<file path="config.mk">
export PLATFORM = sky130hd
export DESIGN_NAME = pll_div_core
export DESIGN_NICKNAME = d
export VERILOG_FILES = /design/src/rtl/pll_div_pkg.sv /design/src/rtl/pll_div_core.sv
export SDC_FILE = /design/constraint.sdc
export NUM_CORES = 1
export LEC_CHECK = 0
export BUFFER_PORTS_ARGS = -buffer_cell sky130_fd_sc_hd__buf_2
export CELL_PAD_IN_SITES_DETAIL_PLACEMENT = 0
export CELL_PAD_IN_SITES_GLOBAL_PLACEMENT = 2
export CORE_MARGIN = 4
export CORE_UTILIZATION = 34
export DETAILED_ROUTE_END_ITERATION = 7
export PLACE_DENSITY_LB_ADDON = 0.1
export SLEW_MARGIN = 25
export SYNTH_ARGS = -nofsm -noshare
export SYNTH_HDL_FRONTEND = slang
export SYNTH_SLANG_ARGS = --single-unit
</file>
<file path="constraint.sdc">
create_clock -name clk_in -period 1.8 [get_ports clk_in]
set_clock_uncertainty 0.05 [all_clocks]
set_input_delay 0.54 -clock clk_in [delete_from_list [all_inputs] [get_ports clk_in]]
set_output_delay 0.54 -clock clk_in [all_outputs]
set_load 0.005 [all_outputs]
</file>
<file path="src/rtl/pll_div_pkg.sv">
// constants for the serial dual-modulus pll divider core
// How it works
// - vco rising edge decrements main counter, swallow counter only until it expires
// - shift clock rising edge shifts data in
// - last bit: 1 reference, 0 counters
// - strobe high copies word into selected latch
// - strobe low leaves latches and counters alone
// - reference divider 3 to 16383, 14 bits
// - main counter accepts 3 to 1023
// - swallow counter accepts 0 to 127
// - modulus select low until swallow expires
// - modulus select high for remaining counts
// - main end: select low, counters reload
// - total divide is main times P plus swallow
// - error output low leading, high lagging, float
// - vco faster: vco side pulses low
// - vco slower: reference side pulses low
// - in lock both pulse low briefly together
// - divided outputs copy counter outputs
// - lock indicator high locked, pulses low otherwise
package pll_div_pkg;
    // ************************************************
    // field layout
    // ************************************************
    localparam int REF_W    = 14;
    localparam int MAIN_W   = 10;
    localparam int SWAL_W   = 7;
    localparam int SHIFT_W  = REF_W + 1;
    localparam int CNT_W    = MAIN_W + SWAL_W + 1;
    localparam int SR_W     = (SHIFT_W > CNT_W) ? SHIFT_W : CNT_W;
    localparam int CTRL_POS = 0;
    // ************************************************
    // reset values and minimum divide ratios
    // ************************************************
    localparam logic [REF_W-1:0]  REF_RST  = 14'h0008;
    localparam logic [MAIN_W-1:0] MAIN_RST = 10'h008;
    localparam logic [SWAL_W-1:0] SWAL_RST = 7'h00;
    localparam logic [REF_W-1:0]  REF_MIN  = 14'h0003;
    localparam logic [MAIN_W-1:0] MAIN_MIN = 10'h003;
    // ************************************************
    // timing
    // ************************************************
    localparam int PULSE_MIN_NS = 16;
    localparam int CLK_NS       = 8;
    localparam int PULSE_CYC    = (PULSE_MIN_NS + CLK_NS - 1) / CLK_NS;
endpackage

</file>
<file path="src/rtl/pll_div_core.sv">
// serial dual-modulus pll divider core
`timescale 1ns/1ps
`default_nettype none
module pll_div_core (
    // clock and reset
    input  wire logic clk_in,
    input  wire logic reset_in,
    // serial link
    input  wire logic shift_clk_in,
    input  wire logic shift_data_in,
    input  wire logic latch_strobe_in,
    // frequency inputs
    input  wire logic ref_osc_in,
    input  wire logic vco_freq_in,
    // outputs
    output logic      ref_osc_drive_out,
    output logic      ref_osc_buffered_out,
    output logic      modulus_select_out,
    output logic      ref_divided_out,
    output logic      vco_divided_out,
    output logic      phase_ref_out,
    output logic      phase_vco_out,
    output logic      tristate_error_out,
    output logic      tristate_error_oe_out,
    output logic      lock_indicator_out
);
    localparam int RW = pll_div_pkg::REF_W;
    localparam int MW = pll_div_pkg::MAIN_W;
    localparam int SW = pll_div_pkg::SWAL_W;
    localparam int TW = pll_div_pkg::SR_W;
    localparam int PC = pll_div_pkg::PULSE_CYC;

    // ************************************************
    // input synchronisers
    // ************************************************
    logic [4:0] sync1_ff;
    logic [4:0] sync2_ff;
    logic [4:0] prev_ff;
    always_ff @(posedge clk_in) begin
        if (reset_in) begin
            sync1_ff <= 5'h00;
            sync2_ff <= 5'h00;
            prev_ff  <= 5'h00;
        end else begin
            sync1_ff <= {latch_strobe_in, shift_data_in, shift_clk_in, ref_osc_in, vco_freq_in};
            sync2_ff <= sync1_ff;
            prev_ff  <= sync2_ff;
        end
    end
    logic vco_rise;
    logic ref_rise;
    logic sck_rise;
    logic sdat;
    logic strobe;
    assign vco_rise = sync2_ff[0] & ~prev_ff[0];
    assign ref_rise = sync2_ff[1] & ~prev_ff[1];
    assign sck_rise = sync2_ff[2] & ~prev_ff[2];
    assign sdat     = sync2_ff[3];
    assign strobe   = sync2_ff[4];

    // ************************************************
    // shift register and latches
    // ************************************************
    logic [TW-1:0] shift_ff;
    logic [RW-1:0] ref_lat_ff;
    logic [MW-1:0] main_lat_ff;
    logic [SW-1:0] swal_lat_ff;
    logic          ctrl_bit;
    assign ctrl_bit = shift_ff[pll_div_pkg::CTRL_POS];
    always_ff @(posedge clk_in) begin
        if (reset_in) begin
            shift_ff <= '0;
        end else if (sck_rise) begin
            shift_ff <= {shift_ff[TW-2:0], sdat};
        end
    end
    always_ff @(posedge clk_in) begin
        if (reset_in) begin
            ref_lat_ff  <= pll_div_pkg::REF_RST;
            main_lat_ff <= pll_div_pkg::MAIN_RST;
            swal_lat_ff <= pll_div_pkg::SWAL_RST;
        end else if (strobe) begin
            if (ctrl_bit) begin
                ref_lat_ff <= shift_ff[RW:1];
            end else begin
                main_lat_ff <= shift_ff[MW+SW:SW+1];
                swal_lat_ff <= shift_ff[SW:1];
            end
        end
    end

    // ************************************************
    // reference divider
    // ************************************************
    logic [RW-1:0] ref_cnt_ff;
    logic          ref_pulse_ff;
    logic [RW-1:0] ref_eff;
    assign ref_eff = (ref_lat_ff < pll_div_pkg::REF_MIN) ? pll_div_pkg::REF_MIN : ref_lat_ff;
    always_ff @(posedge clk_in) begin
        if (reset_in) begin
            ref_cnt_ff   <= pll_div_pkg::REF_RST;
            ref_pulse_ff <= 1'b0;
        end else begin
            ref_pulse_ff <= 1'b0;
            if (ref_rise) begin
                if (ref_cnt_ff <= RW'(1)) begin
                    ref_cnt_ff   <= ref_eff;
                    ref_pulse_ff <= 1'b1;
                end else begin
                    ref_cnt_ff <= ref_cnt_ff - RW'(1);
                end
            end
        end
    end

    // ************************************************
    // main and swallow counters
    // ************************************************
    typedef enum logic [1:0] {
        SWALLOW = 2'b01,
        REST    = 2'b10
    } mod_state_t;
    mod_state_t    state_ff;
    logic [MW-1:0] main_cnt_ff;
    logic [SW-1:0] swal_cnt_ff;
    logic          vco_pulse_ff;
    logic [MW-1:0] main_eff;
    assign main_eff = (main_lat_ff < pll_div_pkg::MAIN_MIN) ? pll_div_pkg::MAIN_MIN : main_lat_ff;
    always_ff @(posedge clk_in) begin
        if (reset_in) begin
            main_cnt_ff  <= pll_div_pkg::MAIN_RST;
            swal_cnt_ff  <= pll_div_pkg::SWAL_RST;
            state_ff     <= SWALLOW;
            vco_pulse_ff <= 1'b0;
        end else begin
            vco_pulse_ff <= 1'b0;
            if (vco_rise) begin
                if (main_cnt_ff <= MW'(1)) begin
                    main_cnt_ff  <= main_eff;
                    swal_cnt_ff  <= swal_lat_ff;
                    state_ff     <= SWALLOW;
                    vco_pulse_ff <= 1'b1;
                end else begin
                    main_cnt_ff <= main_cnt_ff - MW'(1);
                    case (state_ff)
                        SWALLOW: begin
                            if (swal_cnt_ff <= SW'(1)) begin
                                swal_cnt_ff <= '0;
                                state_ff    <= REST;
                            end else begin
                                swal_cnt_ff <= swal_cnt_ff - SW'(1);
                            end
                        end
                        REST: begin
                            state_ff <= REST;
                        end
                        default: begin
                            state_ff <= SWALLOW;
                        end
                    endcase
                end
            end else if (state_ff == SWALLOW && swal_cnt_ff == '0) begin
                // zero swallow: straight to high level
                state_ff <= REST;
            end
        end
    end
    always_ff @(posedge clk_in) begin
        if (reset_in) begin
            modulus_select_out <= 1'b0;
        end else begin
            modulus_select_out <= (state_ff == REST);
        end
    end

    // ************************************************
    // phase frequency detector
    // ************************************************
    logic up_ff;
    logic dn_ff;
    logic [3:0] hold_ff;
    always_ff @(posedge clk_in) begin
        if (reset_in) begin
            up_ff   <= 1'b0;
            dn_ff   <= 1'b0;
            hold_ff <= '0;
        end else if (hold_ff != '0) begin
            hold_ff <= hold_ff - 4'h1;
            if (hold_ff == 4'h1) begin
                up_ff <= ref_pulse_ff;
                dn_ff <= vco_pulse_ff;
            end else begin
                up_ff <= up_ff | ref_pulse_ff;
                dn_ff <= dn_ff | vco_pulse_ff;
            end
        end else if ((up_ff | ref_pulse_ff) & (dn_ff | vco_pulse_ff)) begin
            up_ff   <= 1'b1;
            dn_ff   <= 1'b1;
            hold_ff <= 4'(PC);
        end else begin
            up_ff <= up_ff | ref_pulse_ff;
            dn_ff <= dn_ff | vco_pulse_ff;
        end
    end

    // ************************************************
    // output registers
    // ************************************************
    always_ff @(posedge clk_in) begin
        if (reset_in) begin
            phase_ref_out         <= 1'b1;
            phase_vco_out         <= 1'b1;
            tristate_error_out    <= 1'b0;
            tristate_error_oe_out <= 1'b0;
            lock_indicator_out    <= 1'b1;
            ref_divided_out       <= 1'b0;
            vco_divided_out       <= 1'b0;
            ref_osc_buffered_out  <= 1'b0;
            ref_osc_drive_out     <= 1'b1;
        end else begin
            phase_vco_out <= ~dn_ff;
            phase_ref_out <= ~up_ff;
            tristate_error_oe_out <= up_ff ^ dn_ff;
            tristate_error_out    <= up_ff & ~dn_ff;
            lock_indicator_out <= ~(up_ff ^ dn_ff);
            ref_divided_out      <= ref_pulse_ff;
            vco_divided_out      <= vco_pulse_ff;
            ref_osc_buffered_out <= sync2_ff[1];
            ref_osc_drive_out    <= ~sync2_ff[1];
        end
    end
endmodule
`default_nettype wire

</file>
==> run metrics <==
arrival time at the worst endpoint 2110 ps; CTS Buffer Depth 2; first-pass GRT wire length 22,400 um; Crit path depth 5; vias in the first global route 4,490; pin count of the biggest net entering global routing 55; Hold Crit Class input pin to flip-flop; Main synth FF type dfxtp_1; final count of negative-setup-slack endpoints 14; Worst Reg2Reg Path Length in Cells 5; Synth Instances 586; Least-Margin Pin Slew 552 ps; # hold bufs at CTS 0; ANT nets after route 0; syn nets 604; EDFF count, synth 0; r2r endpoint swal_cnt_ff[6]; Crit path required time 2000 ps; All-Layer GR Usage 0.171; hold path endpoint sync1_ff[3]; Crit path max-delay family simple AND/OR/NAND/NOR gates; Yosys Warn Count 0; Antenna Diode Count 0; Peak VDD IR 0.467 mV; Power Density 885 nW/um^2; Period minus WS final 1910 ps; outcome complete, but fails checks; Slew Limit Headroom 0.628; Setup Crit Path Kind flip-flop to flip-flop; Worst Setup SP main_cnt_ff[9]; DP HPWL 9090 um; input/output buffers 16; initial core utilization 0.347; Slew Limit Fails 0; FMAX 523 MHz; CTS tree done; core area 13,900 um^2; CP peak stage delay 570 ps; total gr overflow 0; failing checks negative setup slack; I/O Pins 17; clock sinks 112; average cell area after synthesis 8.26 um^2; Worst path slowest cell or4_4; CTS Buf Count 9; Critical Path Source Type flip-flop; Final WS setup -113 ps; CP max FO 4; max-cap viol count 0; Hold WS 344 ps; WL/cell 15.9 um; area delta synth->final 32.8%; DR vias 4,420; die height 127 um; Static Leak 2.37 nW; Clock Latency Late Sink 350 ps; Via-to-Cell Ratio 5.21; layout cell share with drive strength beyond 1 0.297; Die ar. 16,200 um^2; setup TNS -545 ps; dpl ws -129 ps; RSZ-0062 raised after global routing yes; min-delay src shift_data_in; Rows 43; r2r setup slk -110 ps; Power Total 5.69 mW; initial detailed-routing violation count 238; WP buf/inv 0; clock slew at reported path FFs 80 ps; synth unique cells 62; GP Congestion 0.866; crit path cell chain or3_4 -> or4_4 -> mux2i_1 -> nor3_2 -> a31o_1; Die W 127 um; Final Hold Viols 0; initial antenna violation count 0; CTS H-tree depth 3; Layout Nets 683; Yosys reg bits 112; drt first pass iters 5; Hold Crit Depth 2; crit path capture type flip-flop; root buf cell clkbuf_16; ys async rst share 0; final WL 13,500 um; Post-Syn Area 4840 um^2; final period utilization 1.06; DR DRC count 0; post-synthesis sequential area ratio 0.463; final core occ 0.462; r2r startpoint main_cnt_ff[9]
[worst register-to-register path, delay by kind of cell (launching register included)]
kind | cells | cell delay (ps)
compound gates | 1 | 190
flops | 1 | 310
mux | 1 | 210
simple gates | 3 | 1050
[area by class of cell]
| type | instances | area (um^2) |
|---|---|---|
| Fill cell | 1405 | 7500 |
| Multi-Input combinational cell | 427 | 2800 |
| Sequential cell | 112 | 2250 |
| Timing Repair Buffer | 100 | 796 |
| Clock buffer | 10 | 239 |
| Tap cell | 180 | 225 |
| Inverter | 15 | 61.3 |
| Clock inverter | 5 | 56.3 |
[cells in the final DEF (no fill, tap or decap), types with 4 or more instances in the layout]
cell       count
nor3_1         9
dfxtp_2        5
nor4_1         9
o21ai_2        5
or3_4          4
nor3_2         6
o211ai_1       4
nor2b_1       21
o21ai_1       12
ha_1           7
a211oi_1       4
o21ai_0       12
o31ai_1        5
clkbuf_16      9
nand3_1        4
buf_6          6
buf_2         17
buf_4         72
a21oi_1       81
and2_4         5
inv_1         11
nor2_1        14
nand2b_1       8
or2_2          5
dfxtp_1      106
nand2_1      121
and2_1         4
[synthesized netlist by cell type (3+ instances only)]
| master | n | area (um^2) |
|---|---|---|
| or2_2 | 6 | 37.5 |
| nor4_1 | 12 | 75.1 |
| a21oi_1 | 84 | 420 |
| or4_1 | 3 | 22.5 |
| ha_1 | 11 | 138 |
| nor3_1 | 16 | 80.1 |
| or3_1 | 5 | 31.3 |
| o21ai_0 | 29 | 145 |
| o211ai_1 | 4 | 30.0 |
| nor2_1 | 17 | 63.8 |
| inv_1 | 15 | 56.3 |
| nand2b_1 | 8 | 50.1 |
| and3_1 | 4 | 25.0 |
| dfxtp_1 | 112 | 2240 |
| o2bb2ai_1 | 3 | 26.3 |
| a211oi_1 | 6 | 45.0 |
| and2_1 | 9 | 56.3 |
| buf_2 | 4 | 20.0 |
| nand3_1 | 6 | 30.0 |
| o21bai_1 | 4 | 30.0 |
| nor2b_1 | 21 | 131 |
| nand4_1 | 3 | 18.8 |
| a2111oi_0 | 3 | 26.3 |
| buf_1 | 5 | 18.8 |
| clkbuf_1 | 21 | 78.8 |
| nor3b_1 | 4 | 30.0 |
| nand2_1 | 121 | 454 |
| o31ai_1 | 5 | 37.5 |
[stage by stage]
| step | cell area (um^2) | instances |
|---|---|---|
| after floorplan | 4900 | 586 |
| after detailed placement | 5650 | 821 |
| after CTS | 6260 | 848 |
| after global routing | 6430 | 849 |
| final | 6430 | 849 |
| after global placement | 5650 | 821 |
[how the worst max path moves through the flow]
stage | endpoint | slack, ps
4_1_cts | swal_cnt_ff[6] | -80
3_3_place_gp | vco_pulse_ff | -150
3_5_place_dp | ref_cnt_ff[7] | -130
5_1_grt | swal_cnt_ff[6] | -170
6_report | swal_cnt_ff[6] | -110
2_1_floorplan | ref_cnt_ff[7] | -20
[metal layers]
metal,routed length (um),track usage,part of all wire,vias up
li1,-,-,-,2213
met5,0,0,0,-
met4,364,0.0606,0.027,0
met1,6120,0.207,0.45,2129
met3,291,0.0343,0.022,20
met2,6720,0.300,0.50,58
[logic make-up after synthesis]
logic type,share of synthesized area
DFF,0.463
muxes,0.00439
buffers and inverters,0.0398
AOI/OAI and AO/OA,0.204
and+or+nand+nor,0.261
adders and majority gates,0.0284
[registers in the layout, summed over array words and instances, names as in the netlist, 2 cells and up]
signal and count:
prev_ff 3, sync2_ff 5, swal_cnt_ff 7, swal_lat_ff 7, ref_lat_ff 14, sync1_ff 5, main_lat_ff 10, main_cnt_ff 10
ref_cnt_ff 14, state_ff 2, hold_ff 4, shift_ff 18
[power breakdown]
part	total [mW]	internal [mW]	switching [mW]
Combinational	1.03	0.477	0.550
Sequential	2.64	2.57	0.0700
Clock	2.03	1.11	0.918
[what timing repair did]
action,4_1_cts,5_1_grt
endpoints found under the setup margin,23,34
gates cloned,2,1
setup buffers,10,2
resized for setup,56,45
pin swaps,22,18
(Power assumes the default switching activity.)
